<file path="src/verilog/alc_regs.vh">
// register indices, field masks, reset values and codes for the link config bank
`ifndef ALC_REGS_VH
`define ALC_REGS_VH
// register indices, byte address is four times the index
`define ALC_IDX_LINK_A     8'h00
`define ALC_IDX_LINK_B     8'h01
`define ALC_IDX_LINK_TEST  8'h02
`define ALC_IDX_FRAMES     8'h06
`define ALC_IDX_STATUS     8'h10
`define ALC_IDX_ZONE       8'h42
`define ALC_IDX_GAIN       8'h44
`define ALC_IDX_NYQ        8'h4E
`define ALC_IDX_GAIN_RMP   8'h52
`define ALC_IDX_RMP2       8'h72
`define ALC_IDX_LSB_EN     8'hAB
`define ALC_IDX_LSB_SEL    8'hAD
`define ALC_IDX_DIG_RST    8'hF7
// writable bit masks, reserved bits read zero
`define ALC_MSK_LINK_A     8'h9F
`define ALC_MSK_LINK_B     8'hFF
`define ALC_MSK_LINK_TEST  8'hF8
`define ALC_MSK_FRAMES     8'h1F
`define ALC_MSK_ZONE       8'h07
`define ALC_MSK_GAIN       8'h7F
`define ALC_MSK_NYQ        8'h80
`define ALC_MSK_GAIN_RMP   8'h81
`define ALC_MSK_RMP2       8'h08
`define ALC_MSK_LSB_EN     8'h01
`define ALC_MSK_LSB_SEL    8'h03
// reset values
`define ALC_RST_LINK_A     8'h00
`define ALC_RST_LINK_B     8'h01
`define ALC_RST_LINK_TEST  8'h00
`define ALC_RST_FRAMES     8'h08
`define ALC_RST_ZERO       8'h00
// field positions
`define ALC_B_OVR_K        7
`define ALC_B_TPAT         4
`define ALC_B_FLIP         3
`define ALC_B_LANE_AL      2
`define ALC_B_FRAME_AL     1
`define ALC_B_ILA_DIS      0
`define ALC_B_SYNC_REG     7
`define ALC_B_SYNC_SRC     6
`define ALC_B_LMFC_MSK     3
`define ALC_B_DISP         4
// codes
`define ALC_FRAMES_DEF     6'h05
`define ALC_LSB_SEL_OVR    2'h3
`define ALC_PAT_RPAT       3'h4
`define ALC_RESP_OKAY      2'h0
`define ALC_RESP_SLVERR    2'h2
`endif
</file>
<file path="src/verilog/alc_link_config.v">
// link configuration register bank with output-word shaping and link controls
`include "alc_regs.vh"

module alc_link_config #(
  parameter ADDR_W = 12,
  parameter SMP_W  = 14,
  parameter NCH    = 2
) (
  // clock, reset, enable
  input  wire                 clk,
  input  wire                 srst,
  input  wire                 ce,
  // axi4-lite write address
  input  wire [ADDR_W-1:0]    s_axi_awaddr,
  input  wire                 s_axi_awvalid,
  output reg                  s_axi_awready,
  // axi4-lite write data
  input  wire [31:0]          s_axi_wdata,
  input  wire [3:0]           s_axi_wstrb,
  input  wire                 s_axi_wvalid,
  output reg                  s_axi_wready,
  // axi4-lite write response
  output reg  [1:0]           s_axi_bresp,
  output reg                  s_axi_bvalid,
  input  wire                 s_axi_bready,
  // axi4-lite read address
  input  wire [ADDR_W-1:0]    s_axi_araddr,
  input  wire                 s_axi_arvalid,
  output reg                  s_axi_arready,
  // axi4-lite read data
  output reg  [31:0]          s_axi_rdata,
  output reg  [1:0]           s_axi_rresp,
  output reg                  s_axi_rvalid,
  input  wire                 s_axi_rready,
  // sample path
  input  wire [NCH*SMP_W-1:0] sample_in,
  input  wire [NCH-1:0]       fast_overrange_flag,
  output reg  [NCH*16-1:0]    word_out,
  // link side
  input  wire                 sync_req_n_pin,
  input  wire                 lmfc_reset_req,
  output reg                  lmfc_reset_out,
  output reg                  sync_request,
  output reg                  k28_5_force,
  output reg                  ila_send_enable,
  output reg                  lane_align_insert,
  output reg                  frame_align_insert,
  output reg                  transport_pattern_enable,
  output reg  [5:0]           frames_per_multiframe,
  output reg  [2:0]           link_pattern_select,
  output reg                  pattern_disparity_flip,
  output reg  [3:0]           active_lanes,
  output reg  [2:0]           link_filter_config,
  output reg  [2:0]           link_lane_mode,
  // digital controls
  output reg                  digital_core_reset,
  output reg  [2:0]           nyquist_zone_onehot,
  output reg  [6:0]           gain_value,
  output reg                  gain_active,
  output reg                  lane_remap_active
);

  // ----------------------------------------
  // register storage
  // ----------------------------------------
  reg  [7:0]        link_a_r;
  reg  [7:0]        link_b_r;
  reg  [7:0]        link_test_r;
  reg  [7:0]        frames_r;
  reg  [7:0]        zone_r;
  reg  [7:0]        gain_r;
  reg  [7:0]        nyq_r;
  reg  [7:0]        gain_rmp_r;
  reg  [7:0]        rmp2_r;
  reg  [7:0]        lsb_en_r;
  reg  [7:0]        lsb_sel_r;
  reg               dig_rst_r;
  reg  [3:0]        lanes_nxt;

  // ----------------------------------------
  // bus slave state
  // ----------------------------------------
  reg               aw_got_r;
  reg               w_got_r;
  reg  [ADDR_W-1:0] aw_addr_r;
  reg  [7:0]        w_data_r;
  reg               w_lane0_r;
  reg  [7:0]        rd_val;
  reg               rd_hit;
  reg               wr_hit;
  reg  [1:0]        sync_pin_r;

  wire              wr_fire;
  wire [7:0]        wr_idx;
  wire [7:0]        rd_idx;
  wire              wr_aligned;
  wire              rd_aligned;
  wire              wr_en;

  assign wr_fire    = aw_got_r & w_got_r & ~s_axi_bvalid;
  assign wr_idx     = aw_addr_r[9:2];
  assign rd_idx     = s_axi_araddr[9:2];
  assign wr_aligned = (aw_addr_r[1:0] == 2'h0) && (aw_addr_r >> 10) == 0;
  assign rd_aligned = (s_axi_araddr[1:0] == 2'h0) && (s_axi_araddr >> 10) == 0;
  assign wr_en      = wr_fire & wr_hit & wr_aligned & w_lane0_r;

  // ----------------------------------------
  // address decode
  // ----------------------------------------
  always @* begin
    case (wr_idx)
      `ALC_IDX_LINK_A, `ALC_IDX_LINK_B, `ALC_IDX_LINK_TEST,
      `ALC_IDX_FRAMES, `ALC_IDX_ZONE, `ALC_IDX_GAIN, `ALC_IDX_NYQ,
      `ALC_IDX_GAIN_RMP, `ALC_IDX_RMP2, `ALC_IDX_LSB_EN,
      `ALC_IDX_LSB_SEL, `ALC_IDX_DIG_RST: wr_hit = 1'b1;
      default: wr_hit = 1'b0;
    endcase
  end

  // write-only reset register reads zero
  always @* begin
    rd_hit = 1'b1;
    case (rd_idx)
      `ALC_IDX_LINK_A:    rd_val = link_a_r;
      `ALC_IDX_LINK_B:    rd_val = link_b_r;
      `ALC_IDX_LINK_TEST: rd_val = link_test_r;
      `ALC_IDX_FRAMES:    rd_val = frames_r;
      `ALC_IDX_ZONE:      rd_val = zone_r;
      `ALC_IDX_GAIN:      rd_val = gain_r;
      `ALC_IDX_NYQ:       rd_val = nyq_r;
      `ALC_IDX_GAIN_RMP:  rd_val = gain_rmp_r;
      `ALC_IDX_RMP2:      rd_val = rmp2_r;
      `ALC_IDX_LSB_EN:    rd_val = lsb_en_r;
      `ALC_IDX_LSB_SEL:   rd_val = lsb_sel_r;
      `ALC_IDX_DIG_RST:   rd_val = 8'h00;
      `ALC_IDX_STATUS:    rd_val = {3'h0, sync_request, active_lanes};
      default: begin
        rd_val = 8'h00;
        rd_hit = 1'b0;
      end
    endcase
    if (!rd_aligned) begin
      rd_hit = 1'b0;
      rd_val = 8'h00;
    end
  end

  // ----------------------------------------
  // axi4-lite handshakes
  // ----------------------------------------
  // one write and one read in flight; ready drops until the response is taken
  always @(posedge clk) begin
    if (srst) begin
      s_axi_awready <= 1'b1;
      s_axi_wready  <= 1'b1;
      s_axi_bvalid  <= 1'b0;
      s_axi_bresp   <= `ALC_RESP_OKAY;
      aw_got_r      <= 1'b0;
      w_got_r       <= 1'b0;
      aw_addr_r     <= {ADDR_W{1'b0}};
      w_data_r      <= 8'h00;
      w_lane0_r     <= 1'b0;
      s_axi_arready <= 1'b1;
      s_axi_rvalid  <= 1'b0;
      s_axi_rdata   <= 32'h00000000;
      s_axi_rresp   <= `ALC_RESP_OKAY;
    end else if (ce) begin
      if (s_axi_awready && s_axi_awvalid) begin
        aw_addr_r     <= s_axi_awaddr;
        aw_got_r      <= 1'b1;
        s_axi_awready <= 1'b0;
      end
      if (s_axi_wready && s_axi_wvalid) begin
        w_data_r     <= s_axi_wdata[7:0];
        w_lane0_r    <= s_axi_wstrb[0];
        w_got_r      <= 1'b1;
        s_axi_wready <= 1'b0;
      end
      if (wr_fire) begin
        s_axi_bvalid <= 1'b1;
        s_axi_bresp  <= (wr_hit && wr_aligned) ? `ALC_RESP_OKAY : `ALC_RESP_SLVERR;
      end
      if (s_axi_bvalid && s_axi_bready) begin
        s_axi_bvalid  <= 1'b0;
        aw_got_r      <= 1'b0;
        w_got_r       <= 1'b0;
        s_axi_awready <= 1'b1;
        s_axi_wready  <= 1'b1;
      end
      if (s_axi_arready && s_axi_arvalid) begin
        s_axi_arready <= 1'b0;
        s_axi_rvalid  <= 1'b1;
        s_axi_rdata   <= {24'h000000, rd_val};
        s_axi_rresp   <= rd_hit ? `ALC_RESP_OKAY : `ALC_RESP_SLVERR;
      end
      if (s_axi_rvalid && s_axi_rready) begin
        s_axi_rvalid  <= 1'b0;
        s_axi_arready <= 1'b1;
      end
    end
  end

  // ----------------------------------------
  // register file
  // ----------------------------------------
  // reserved bits are masked off, so a stray one written there is dropped
  always @(posedge clk) begin
    if (srst) begin
      link_a_r    <= `ALC_RST_LINK_A;
      link_b_r    <= `ALC_RST_LINK_B;
      link_test_r <= `ALC_RST_LINK_TEST;
      frames_r    <= `ALC_RST_FRAMES;
      zone_r      <= `ALC_RST_ZERO;
      gain_r      <= `ALC_RST_ZERO;
      nyq_r       <= `ALC_RST_ZERO;
      gain_rmp_r  <= `ALC_RST_ZERO;
      rmp2_r      <= `ALC_RST_ZERO;
      lsb_en_r    <= `ALC_RST_ZERO;
      lsb_sel_r   <= `ALC_RST_ZERO;
      dig_rst_r   <= 1'b0;
    end else if (ce) begin
      dig_rst_r <= wr_en && (wr_idx == `ALC_IDX_DIG_RST) && w_data_r[0];
      if (wr_en) begin
        case (wr_idx)
          `ALC_IDX_LINK_A:    link_a_r    <= w_data_r & `ALC_MSK_LINK_A;
          `ALC_IDX_LINK_B:    link_b_r    <= w_data_r & `ALC_MSK_LINK_B;
          `ALC_IDX_LINK_TEST: link_test_r <= w_data_r & `ALC_MSK_LINK_TEST;
          `ALC_IDX_FRAMES:    frames_r    <= w_data_r & `ALC_MSK_FRAMES;
          `ALC_IDX_ZONE:      zone_r      <= w_data_r & `ALC_MSK_ZONE;
          `ALC_IDX_GAIN:      gain_r      <= w_data_r & `ALC_MSK_GAIN;
          `ALC_IDX_NYQ:       nyq_r       <= w_data_r & `ALC_MSK_NYQ;
          `ALC_IDX_GAIN_RMP:  gain_rmp_r  <= w_data_r & `ALC_MSK_GAIN_RMP;
          `ALC_IDX_RMP2:      rmp2_r      <= w_data_r & `ALC_MSK_RMP2;
          `ALC_IDX_LSB_EN:    lsb_en_r    <= w_data_r & `ALC_MSK_LSB_EN;
          `ALC_IDX_LSB_SEL:   lsb_sel_r   <= w_data_r & `ALC_MSK_LSB_SEL;
          default: begin
          end
        endcase
      end
    end
  end

  // ----------------------------------------
  // lane count lookup
  // ----------------------------------------
  // unlisted filter/mode pairs give zero lanes rather than a guess
  always @* begin
    case ({link_b_r[5:3], link_b_r[2:0]})
      6'h04: lanes_nxt = 4'h4;
      6'h02: lanes_nxt = 4'h4;
      6'h01: lanes_nxt = 4'h8;
      6'h39: lanes_nxt = 4'h4;
      6'h31: lanes_nxt = 4'h4;
      6'h32: lanes_nxt = 4'h2;
      6'h21: lanes_nxt = 4'h2;
      6'h3A: lanes_nxt = 4'h2;
      6'h22: lanes_nxt = 4'h1;
      default: lanes_nxt = 4'h0;
    endcase
  end

  // ----------------------------------------
  // sync pin synchroniser
  // ----------------------------------------
  always @(posedge clk) begin
    if (srst) begin
      sync_pin_r <= 2'h3;
    end else if (ce) begin
      sync_pin_r <= {sync_pin_r[0], sync_req_n_pin};
    end
  end

  // ----------------------------------------
  // link and digital controls
  // ----------------------------------------
  always @(posedge clk) begin
    if (srst) begin
      lmfc_reset_out           <= 1'b0;
      sync_request             <= 1'b0;
      k28_5_force              <= 1'b0;
      ila_send_enable          <= 1'b1;
      lane_align_insert        <= 1'b0;
      frame_align_insert       <= 1'b0;
      transport_pattern_enable <= 1'b0;
      frames_per_multiframe    <= `ALC_FRAMES_DEF;
      link_pattern_select      <= 3'h0;
      pattern_disparity_flip   <= 1'b0;
      active_lanes             <= 4'h8;
      link_filter_config       <= 3'h0;
      link_lane_mode           <= 3'h1;
      digital_core_reset       <= 1'b0;
      nyquist_zone_onehot      <= 3'h0;
      gain_value               <= 7'h00;
      gain_active              <= 1'b0;
      lane_remap_active        <= 1'b0;
    end else if (ce) begin
      lmfc_reset_out <= lmfc_reset_req & ~link_test_r[`ALC_B_LMFC_MSK];
      if (link_b_r[`ALC_B_SYNC_SRC])
        sync_request <= link_b_r[`ALC_B_SYNC_REG];
      else
        sync_request <= ~sync_pin_r[1];
      k28_5_force <= link_b_r[`ALC_B_SYNC_REG] & link_b_r[`ALC_B_SYNC_SRC];
      ila_send_enable          <= ~link_a_r[`ALC_B_ILA_DIS];
      lane_align_insert        <= link_a_r[`ALC_B_LANE_AL];
      frame_align_insert       <= link_a_r[`ALC_B_FRAME_AL];
      transport_pattern_enable <= link_a_r[`ALC_B_TPAT];
      if (link_a_r[`ALC_B_OVR_K])
        frames_per_multiframe <= {1'b0, frames_r[4:0]} + 6'h01;
      else
        frames_per_multiframe <= `ALC_FRAMES_DEF;
      // unused pattern codes fall back to normal data
      if (link_test_r[7:5] <= `ALC_PAT_RPAT)
        link_pattern_select <= link_test_r[7:5];
      else
        link_pattern_select <= 3'h0;
      pattern_disparity_flip <= link_test_r[`ALC_B_DISP] &&
                                (link_test_r[7:5] == `ALC_PAT_RPAT);
      active_lanes       <= lanes_nxt;
      link_filter_config <= link_b_r[5:3];
      link_lane_mode     <= link_b_r[2:0];
      digital_core_reset <= dig_rst_r;
      // zone logic belongs to interleaving correction, kept out of the digital reset
      if (nyq_r[7]) begin
        case (zone_r[2:0])
          3'h0: nyquist_zone_onehot <= 3'h1;
          3'h1: nyquist_zone_onehot <= 3'h2;
          3'h2: nyquist_zone_onehot <= 3'h4;
          default: nyquist_zone_onehot <= 3'h0;
        endcase
      end else begin
        nyquist_zone_onehot <= 3'h0;
      end
      gain_active <= gain_rmp_r[0];
      gain_value  <= gain_rmp_r[0] ? gain_r[6:0] : 7'h00;
      // the device trusts software to set these only in down-converter mode
      lane_remap_active <= gain_rmp_r[7] & rmp2_r[3];
    end
  end

  // ----------------------------------------
  // output word shaping per channel
  // ----------------------------------------
  wire lsb_sub;
  assign lsb_sub = lsb_en_r[0] && (lsb_sel_r[1:0] == `ALC_LSB_SEL_OVR);

  genvar ch;
  generate
    for (ch = 0; ch < NCH; ch = ch + 1) begin : g_ch
      reg [15:0] word_nxt;
      reg [15:0] word_pre;
      integer    b;
      // reversal reads a separate word; swapping in place would mirror half the bits
      always @* begin
        word_pre = {sample_in[ch*SMP_W +: SMP_W], 2'h0};
        if (lsb_sub)
          word_pre[0] = fast_overrange_flag[ch];
        for (b = 0; b < 16; b = b + 1)
          word_nxt[b] = link_a_r[`ALC_B_FLIP] ? word_pre[15-b] : word_pre[b];
      end
      // the digital reset clears the data path for one cycle
      always @(posedge clk) begin
        if (srst) begin
          word_out[ch*16 +: 16] <= 16'h0000;
        end else if (ce) begin
          if (dig_rst_r)
            word_out[ch*16 +: 16] <= 16'h0000;
          else
            word_out[ch*16 +: 16] <= word_nxt;
        end
      end
    end
  endgenerate

endmodule // alc_link_config

</file>
<file path="config.mk">
export PLATFORM = sky130hd
export DESIGN_NAME = alc_link_config
export DESIGN_NICKNAME = d
export VERILOG_FILES = /design/src/verilog/alc_link_config.v
export VERILOG_INCLUDE_DIRS = /design/src /design/src/verilog
export SDC_FILE = /design/constraint.sdc
export NUM_CORES = 1
export LEC_CHECK = 0
export BUFFER_PORTS_ARGS = -buffer_cell sky130_fd_sc_hd__buf_2
export CAP_MARGIN = 5
export CORE_MARGIN = 5
export CORE_UTILIZATION = 52
export DETAILED_ROUTE_END_ITERATION = 16
export MAX_ROUTING_LAYER = met4
export PLACE_DENSITY = 0.81
export SLEW_MARGIN = 0
export SYNTH_ARGS = -nofsm -noshare
export SYNTH_HDL_FRONTEND = slang
export SYNTH_SLANG_ARGS = --single-unit
</file>
<file path="constraint.sdc">
create_clock -name clk -period 2.2 [get_ports clk]
set_input_delay 0.33 -clock clk [delete_from_list [all_inputs] [get_ports clk]]
set_output_delay 0.33 -clock clk [all_outputs]
set_load 0.05 [all_outputs]
</file>
==> summary by stage, run 1 <==
Critical path
The worst setup path is launched from a register. The worst register-to-register path ends at gain_rmp_r[0]$_SDFFE_PP0P_. The depth of the worst register-to-register path is 7.

The worst-case register-to-register setup slack is 0.23 ns. The startpoint of the worst setup timing path is aw_addr_r[0]$_SDFFE_PP0P_. The slowest library cell on the worst path is sky130_fd_sc_hd__nor4_1. The worst setup path is of the register to register kind. The capturing element type of the critical path is a register. For the worst setup path, the data required time is 2.50 ns. The largest incremental delay on the critical path is 0.35 ns. At the worst endpoint, the arrival time is 2.27 ns. The worst register-to-register path begins at aw_addr_r[0]$_SDFFE_PP0P_. The signal on the critical path passes through nor4_1 > and3_1 > buf_4 > and4_1 > nor2b_1 > mux2i_1 > nor2_1.

The worst setup path endpoint is gain_rmp_r[0]$_SDFFE_PP0P_. In this run the worst path has a maximum fanout of 6.

Route
The length of the first detailed-routing pass in iterations is 5. The routed layout has 6321 vias. In this run the remaining antenna-violating nets after routing total 0. The total wire length is 18.7 mm.

In the routed design, unresolved DRC markers number 0. The via density per instance is 5.55. In this run, the number of DRC markers left after iteration 0 of detailed routing was 492.

Dividing the detail-routed wire length by the instance count gives 16.4 um.

Clocking
After clock tree synthesis, the clock-pin slew on the worst setup and hold paths is 0.06 ns. TritonCTS built the clock tree. The number of resized instances in the post-cts repair step is 0.

The hold-fix buffer count after cts is 0. The clock passes through at most 2 buffers. For the worst-skew pair, the clock arrives at the later sink with an insertion delay of 0.43 ns. Counting every sink on the clock net gives 154. The number of setup buffers added after CTS is 0.

In this run, CTS created clock tree buffers numbering 17. The cell chosen for the clock root is sky130_fd_sc_hd__clkbuf_16. The count of H-tree levels built during CTS is 4.

Finish
After the last flow step, the layout net total stands at 1049. Leaving out fill and tap cells, the most frequent cell in the layout is sky130_fd_sc_hd__buf_2. In the layout the commonest cells are 158 x sky130_fd_sc_hd__buf_2, 154 x sky130_fd_sc_hd__dfxtp_1, 108 x sky130_fd_sc_hd__nand2_1, 108 x sky130_fd_sc_hd__nor2_1, 61 x sky130_fd_sc_hd__a21oi_1. The relative area change from synthesis to final layout is 21.7%. The fraction of final layout cells sized beyond drive strength 1 is 27.5%. With fillers left out, the area of the finished cells amounts to 8460 um^2.

The count of placed standard cells in the final layout, fillers left out is 1138.

STA
The final total negative setup slack is 0 ns. Setup repair after global routing left no endpoint under its margin. Setup slack closes at 0.232 ns. The final-report max-slew violation count came to 0. Hold is met by 0.130 ns. The share of the cycle needed by the critical path after routing is 89.5%.

The worst-case clock skew is 0.00860 ns. The worst pin sits at a relative slew slack of 61.5%. Static timing analysis puts the maximum clock frequency at 508 MHz. After layout, the minimum clock period comes to 1.97 ns.

At the pin with the least slew margin, the transition time is 0.577 ns. The final count of hold timing violations came to 0. Setup violations remaining at the end of the flow were counted as 0.

Yosys
For this run, the leading register cell type out of synthesis is sky130_fd_sc_hd__dfxtp_1. In this run, synthesis produced a sequential element count of 154. After synthesis, the netlist uses 62 different library cells. The total of warnings raised by yosys is 0.

Of all flip-flops after synthesis, the portion carrying an async set or reset was 0%. A synthesized cell averages 8.67 um^2. The part of the Yosys area used for sequential elements is 44.3%.

After technology mapping, the gate count stands at 802. After synthesis the cells add up to 6950 um^2. In this run, synthesis inferred 0 flip-flops with an integrated enable.

Worst hold path
The path class of the tightest hold or removal check is primary input to register.

GRT
The number of antenna violations at the first check in global routing was 1. Global routing finished with a remaining overflow of 0. The number of global-route vias before repair is 6139. Entering global routing, the biggest net connects 53 pins.

The global router's overall resource usage is 24.2%. The wire length of the first global-routing pass is 30.4 mm.

Floorplan
The die is 126 um tall. The initial core utilization is 52.7%. The die area is 15800 um^2.

The area of the core region is 13200 um^2. During I/O placement, the number of pins put on the boundary was 213. The floorplan has 42 rows. The chip width is 126 um.

Place
After detailed placement, the design holds a cell count of 1105. The post-place instance area is 7860 um^2. The final weighted congestion of routability-driven global placement is 0.991. Detailed placement finished with a half-perimeter wire length of 13.6 mm. At the placement stage, the worst setup path has a slack of 0.0713 ns.

The total of buffers placed on input and output ports is 159.

Power and ir drop
The worst vdd rail ir drop is 554 uV. In this run the power density over the cells is 772 nW/um^2. For this design the static power due to leakage is 3.54 nW.

Run status
The flow ran to the end, and the final reports show no timing, DRC or antenna violations.

Flow run
The tool flagged a number of max-cap violations equal to 0.
==> cell type report <==
type                       instances  area [um^2]
fill                            1157         4730
clock inverter                    14          159
antenna                            1         2.50
sequential                       154         3080
clock buffer                      18          439
multi-input combinational        584         3520
tap                              176          220
timing repair buffer             186         1010
inverter                           5         18.8
==> power by group <==
group / switching, mW / total (mW) / internal (mW) / leakage [nW]
Combinational: 0.488 / 0.684 / 0.196 / 2.00
Clock: 1.22 / 2.94 / 1.73 / 0.289
Sequential: 0.0536 / 2.90 / 2.85 / 1.25
Total: 1.76 / 6.53 / 4.77 / 3.54
==> Yosys cell counts, types with 3 or more instances <==
cell type / instances / area share (%)
sky130_fd_sc_hd__a32oi_1: 4 / 0.50
sky130_fd_sc_hd__a31oi_1: 6 / 0.54
sky130_fd_sc_hd__nor3_1: 7 / 0.50
sky130_fd_sc_hd__nand4_1: 5 / 0.45
sky130_fd_sc_hd__nor3b_1: 3 / 0.32
sky130_fd_sc_hd__buf_2: 4 / 0.29
sky130_fd_sc_hd__nand3_1: 30 / 2.2
sky130_fd_sc_hd__o41ai_1: 3 / 0.38
sky130_fd_sc_hd__and3_1: 4 / 0.36
sky130_fd_sc_hd__nand3b_1: 3 / 0.32
sky130_fd_sc_hd__nor4b_1: 5 / 0.63
sky130_fd_sc_hd__nand4b_1: 4 / 0.50
sky130_fd_sc_hd__a221oi_1: 5 / 0.63
sky130_fd_sc_hd__or3_1: 4 / 0.36
sky130_fd_sc_hd__o21ai_0: 9 / 0.65
sky130_fd_sc_hd__inv_1: 4 / 0.22
sky130_fd_sc_hd__nor4_2: 3 / 0.54
sky130_fd_sc_hd__buf_1: 7 / 0.38
sky130_fd_sc_hd__nand2b_1: 5 / 0.45
sky130_fd_sc_hd__nor2b_1: 8 / 0.72
sky130_fd_sc_hd__xnor2_1: 3 / 0.38
sky130_fd_sc_hd__o21ai_1: 7 / 0.50
sky130_fd_sc_hd__nor2_1: 109 / 5.9
sky130_fd_sc_hd__nand2_1: 108 / 5.8
sky130_fd_sc_hd__mux2i_1: 53 / 7.6
sky130_fd_sc_hd__buf_4: 27 / 2.9
sky130_fd_sc_hd__a21oi_1: 61 / 4.4
sky130_fd_sc_hd__clkbuf_1: 44 / 2.4
sky130_fd_sc_hd__dfxtp_1: 154 / 44
sky130_fd_sc_hd__nor4_1: 5 / 0.45
sky130_fd_sc_hd__mux2_2: 31 / 5.0
sky130_fd_sc_hd__a22o_1: 3 / 0.38
sky130_fd_sc_hd__a22oi_1: 35 / 3.8
==> flip-flops by register name, indices dropped and copies added (netlist names), 7 cells and up <==
| signal | count |
|---|---|
| gain_value | 7 |
| link_b_r | 8 |
| gain_r | 7 |
| word_out | 32 |
| w_data_r | 8 |
| s_axi_rdata | 8 |
| aw_addr_r | 12 |
==> metrics by stage <==
stage	power [mW]	utilization, %
6_report	6.53	64.1
5_1_grt	6.78	64.1
4_1_cts	6.58	64.1
3_5_place_dp	3.64	59.6
3_3_place_gp	3.64	59.6
2_1_floorplan	3.48	-
==> worst min path at each step <==
stage | slack (ns) | to | cells after the start | startpoint
after floorplan | 0.43 | w_lane0_r$_SDFFE_PP0P_ | 2 | w_lane0_r$_SDFFE_PP0P_
after global placement | 0.43 | s_axi_rdata[7]$_SDFFE_PP0P_ | 2 | s_axi_rdata[7]$_SDFFE_PP0P_
after detailed placement | 0.44 | s_axi_rdata[1]$_SDFFE_PP0P_ | 2 | s_axi_rdata[1]$_SDFFE_PP0P_
after CTS | 0.12 | sync_pin_r[0]$_SDFFE_PP1P_ | 3 | sync_req_n_pin
after global routing | 0.13 | sync_pin_r[0]$_SDFFE_PP1P_ | 3 | sync_req_n_pin
final | 0.13 | sync_pin_r[0]$_SDFFE_PP1P_ | 3 | sync_req_n_pin
==> worst max-delay path: cells and delay by family (launching register included) <==
family	cells	cell delay (ns)
simple gates	5	1.14
flops	1	0.31
mux	1	0.24
buf+inv	1	0.16
==> logic make-up (layout without fill, tap and decap cells) <==
logic type | count (synthesis) | in the layout | synth area share [%]
DFF | 154 | 154 | 44.3
xor gates and xnor gates | 5 | 5 | 0.630
other | 1 | 27 | 0.0539
adders and majority gates | 1 | 1 | 0.180
muxes | 84 | 84 | 12.7
buffers and inverters | 89 | 223 | 6.37
AOI/OAI and AO/OA | 147 | 147 | 13.4
and+or+nand+nor | 321 | 321 | 22.3
==> per-layer routing <==
| layer | global-route usage (%) | vias to the layer above | wire [um] |
|---|---|---|---|
| met2 | 37.6 | 269 | 8610 |
| met4 | 9.06 | 0 | 461 |
| met3 | 6.86 | 40 | 1630 |
| li1 | - | 3072 | - |
| met5 | - | - | 0 |
| met1 | 30.1 | 2940 | 8000 |
Note: power is estimated with default switching activity, not from simulation.
==> run 2, diff against run 1 <==
--- a/config.mk
+++ b/config.mk
@@ -6,7 +6,7 @@
 export SDC_FILE = /design/constraint.sdc
 export NUM_CORES = 1
 export LEC_CHECK = 0
-export BUFFER_PORTS_ARGS = -buffer_cell sky130_fd_sc_hd__buf_2
+export BUFFER_PORTS_ARGS = -buffer_cell sky130_fd_sc_hd__buf_4
 export CAP_MARGIN = 5
 export CORE_MARGIN = 5
 export CORE_UTILIZATION = 52
==> summary by stage, run 2 (synthesis gave the netlist of run 1 again) <==
Run status
The run finished with clean final reports.

Finish
Compared with the post-synthesis result, the final layout area differs by 27.2%. Leaving out fill and tap cells, the most frequent cell in the layout is sky130_fd_sc_hd__buf_4. The post-route core utilization is 67.1% (+2.9 points).

The largest registers in the layout are word_out x32, aw_addr_r x12. More flip-flops sit in one register than any other, and that register is word_out. The number of nets in the layout is 1042 (-0.67%). The flip-flop and latch area is 3080 um^2 (unchanged). The flip-flop count of the largest register, all copies and words added came to 32 (unchanged). The count of placed standard cells in the final layout, fillers left out is 1130 (-0.70%).

The total area of multi-input combinational cells is 3520 um^2 (unchanged). The fraction of final layout cells sized beyond drive strength 1 is 26.9% (-0.53 points). The number of inserted filler cells in the final layout is 1120 (-3.2%).

In the layout the commonest cells are 177 x sky130_fd_sc_hd__buf_4, 154 x sky130_fd_sc_hd__dfxtp_1, 108 x sky130_fd_sc_hd__nand2_1, 108 x sky130_fd_sc_hd__nor2_1, 61 x sky130_fd_sc_hd__a21oi_1. The antenna diode count is 0 (-1).

STA
Setup repair after global routing left no endpoint under its margin. The share of the cycle needed by the critical path after routing was 91.4% (+1.9 points). The worst hold slack after final layout is 0.120 ns (-0.00992 ns).

The worst-case clock skew is 0.00671 ns (-0.00189 ns). The peak clock frequency supported by timing is 497 MHz (-2.1%). The shortest clock period the worst path allows after layout came to 2.01 ns (+0.0423 ns). The final count of hold timing violations is 0 (unchanged).

The number of failing setup endpoints in the final timing report is 0 (unchanged). The final-report max-slew violation count is 0 (unchanged). The final total negative setup slack is 0 ns (unchanged).

Worst hold path
The tightest min-delay check is of the primary input to register type. The worst hold path cell count is 3 (unchanged). The hold-critical path endpoint is sync_pin_r[0]$_SDFFE_PP1P_. The worst hold path begins at sync_req_n_pin.

Clocking
The clock-pin slew reported for the worst setup and hold paths after clock tree synthesis is 0.06 ns (about the same). The number of resized instances in the post-cts repair step is 0 (unchanged). The maximum count of clock buffers along a single path is 2 (unchanged). The root buffer cell chosen for the clock tree is sky130_fd_sc_hd__clkbuf_16. The source-to-sink clock delay at the later pin of the worst-skew pair came to 0.43 ns (about the same). The count of H-tree levels built during CTS came to 4 (unchanged). The number of setup buffers added after CTS was 0 (unchanged). The hold-fix buffer count after cts is 0 (unchanged). TritonCTS built the clock tree. The TritonCTS buffer count was 17 (unchanged).

The number of sinks on the clock net is 154 (unchanged).

GRT
The global router's overall resource usage was 24.8% (+0.57 points). The met3 capacity usage during global routing was 6.86% (unchanged). The global-route met2 utilization is 38.9% (+1.3 points). The pin count of the biggest net entering global routing is 78 (+47%). The number of global-route vias before repair came to 6086 (-0.86%). The number of antenna violations at the first check in global routing is 0 (-1). The routing usage on met1 was 30.3% (+0.15 points).

The global route total overflow is 0 (unchanged). The wire length of the first global-routing pass is 31.0 mm (+1.9%). The layer flagged by global routing as most heavily used is met2.

Critical path
The kind of start point of the critical path is a register. The highest fanout seen on the critical path came to 6 (unchanged). The depth of the worst register-to-register path is 7 (unchanged).

The critical path required time is 2.49 ns (about the same). STA classifies the critical path endpoint as a register. The worst setup path is of the register to register kind. The data arrival time of the worst path is 2.30 ns (+0.03 ns).

The endpoint of the worst-slack reg-to-reg timing path is link_test_r[6]$_SDFFE_PP0P_. The worst-case register-to-register setup slack was 0.19 ns (-0.04 ns). The launching point of the worst reg2reg path is aw_addr_r[0]$_SDFFE_PP0P_.

Place
The final weighted congestion of routability-driven global placement is 0.962 (-3.0%). The final HPWL from detailed placement is 13.7 mm (+0.30%). The total of buffers placed on input and output ports came to 159 (unchanged). The number of placed instances, taps included is 1098 (-0.63%).

Power and ir drop
The total power per unit cell area was 765 nW/um^2 (-0.86%). The leakage dissipation was 3.60 nW (+1.7%). The worst vdd rail ir drop is 643 uV (+16%).

The final total power is 6.77 mW (+3.7%).

Route
The length of the first detailed-routing pass in iterations came to 6 (+1). The total wire length is 19.3 mm (+3.0%). The count of routing violations after the opening detailed-route iteration is 515 (+4.7%). The post-route antenna net violation count was 0 (unchanged). The post-detailed-route DRC marker count is 0 (unchanged). The per-cell routed wire length came to 17.0 um (+3.7%). The via count is 6305 (-0.25%).

The via density per instance was 5.58 (+0.45%).

Flow run
The count of maximum capacitance violations is 0 (unchanged).

Floorplan
The initial core utilization is 52.7% (unchanged). The chip width came to 126 um (unchanged). The area of the core region is 13200 um^2 (unchanged). The number of placement rows is 42 (unchanged). The count of boundary I/O pins came to 213 (unchanged). The die area is 15800 um^2 (unchanged). The die outline height is 126 um (unchanged).
## run 2: power by group
| part | total (mW) | switching, mW | internal [mW] |
|---|---|---|---|
| sequential | 2.91 | 0.0568 | 2.85 |
| combinational | 0.736 | 0.489 | 0.247 |
| clock | 3.13 | 1.20 | 1.93 |
| total | 6.77 | 1.74 | 5.03 |
## run 2: metal layers
layer,part of all wire (%),routed length [um]
met5,0,0
met1,42,8080
met3,8.1,1560
met2,47,9030
met4,3.0,579
## run 2: through the flow
| step | setup slack (ns) | area [um^2] |
|---|---|---|
| floorplan | 0.119 | 7050 |
| global placement | 0.0985 | 8210 |
| detailed placement | 0.0825 | 8210 |
| CTS | 0.172 | 8840 |
| global route | 0.0727 | 8840 |
| finish | 0.189 | 8840 |
## run 2: final cells by class
type | instances | share of cell area [%]
clock inverter | 14 | 2.18
inverter | 5 | 0.212
multi-input combinational | 584 | 39.8
clock buffer | 18 | 4.97
sequential | 154 | 34.9
timing repair buffer | 179 | 15.5
tap | 176 | 2.49
## run 2: worst max path at each step
stage | from | end | slack (ns) | cells past startpoint
6_report | aw_addr_r[0]$_SDFFE_PP0P_ | link_test_r[6]$_SDFFE_PP0P_ | 0.19 | 7
5_1_grt | aw_addr_r[0]$_SDFFE_PP0P_ | gain_rmp_r[0]$_SDFFE_PP0P_ | 0.07 | 7
4_1_cts | aw_addr_r[0]$_SDFFE_PP0P_ | link_test_r[6]$_SDFFE_PP0P_ | 0.17 | 7
3_5_place_dp | s_axi_araddr[9] | s_axi_rdata[2]$_SDFFE_PP0P_ | 0.08 | 7
3_3_place_gp | s_axi_araddr[9] | s_axi_rdata[2]$_SDFFE_PP0P_ | 0.1 | 7
2_1_floorplan | s_axi_bvalid$_SDFFE_PP0P_ | link_a_r[3]$_SDFFE_PP0P_ | 0.12 | 8
## run 2: worst max-delay path: stages, from the launching register on
cell and delay, ns:
sky130_fd_sc_hd__dfxtp_1 0.31, sky130_fd_sc_hd__nor4_1 0.37, sky130_fd_sc_hd__and3_1 0.25, sky130_fd_sc_hd__buf_4 0.16, sky130_fd_sc_hd__nand2_1 0.10, sky130_fd_sc_hd__nor2_2 0.38
sky130_fd_sc_hd__mux2i_1 0.23, sky130_fd_sc_hd__nor2_1 0.08
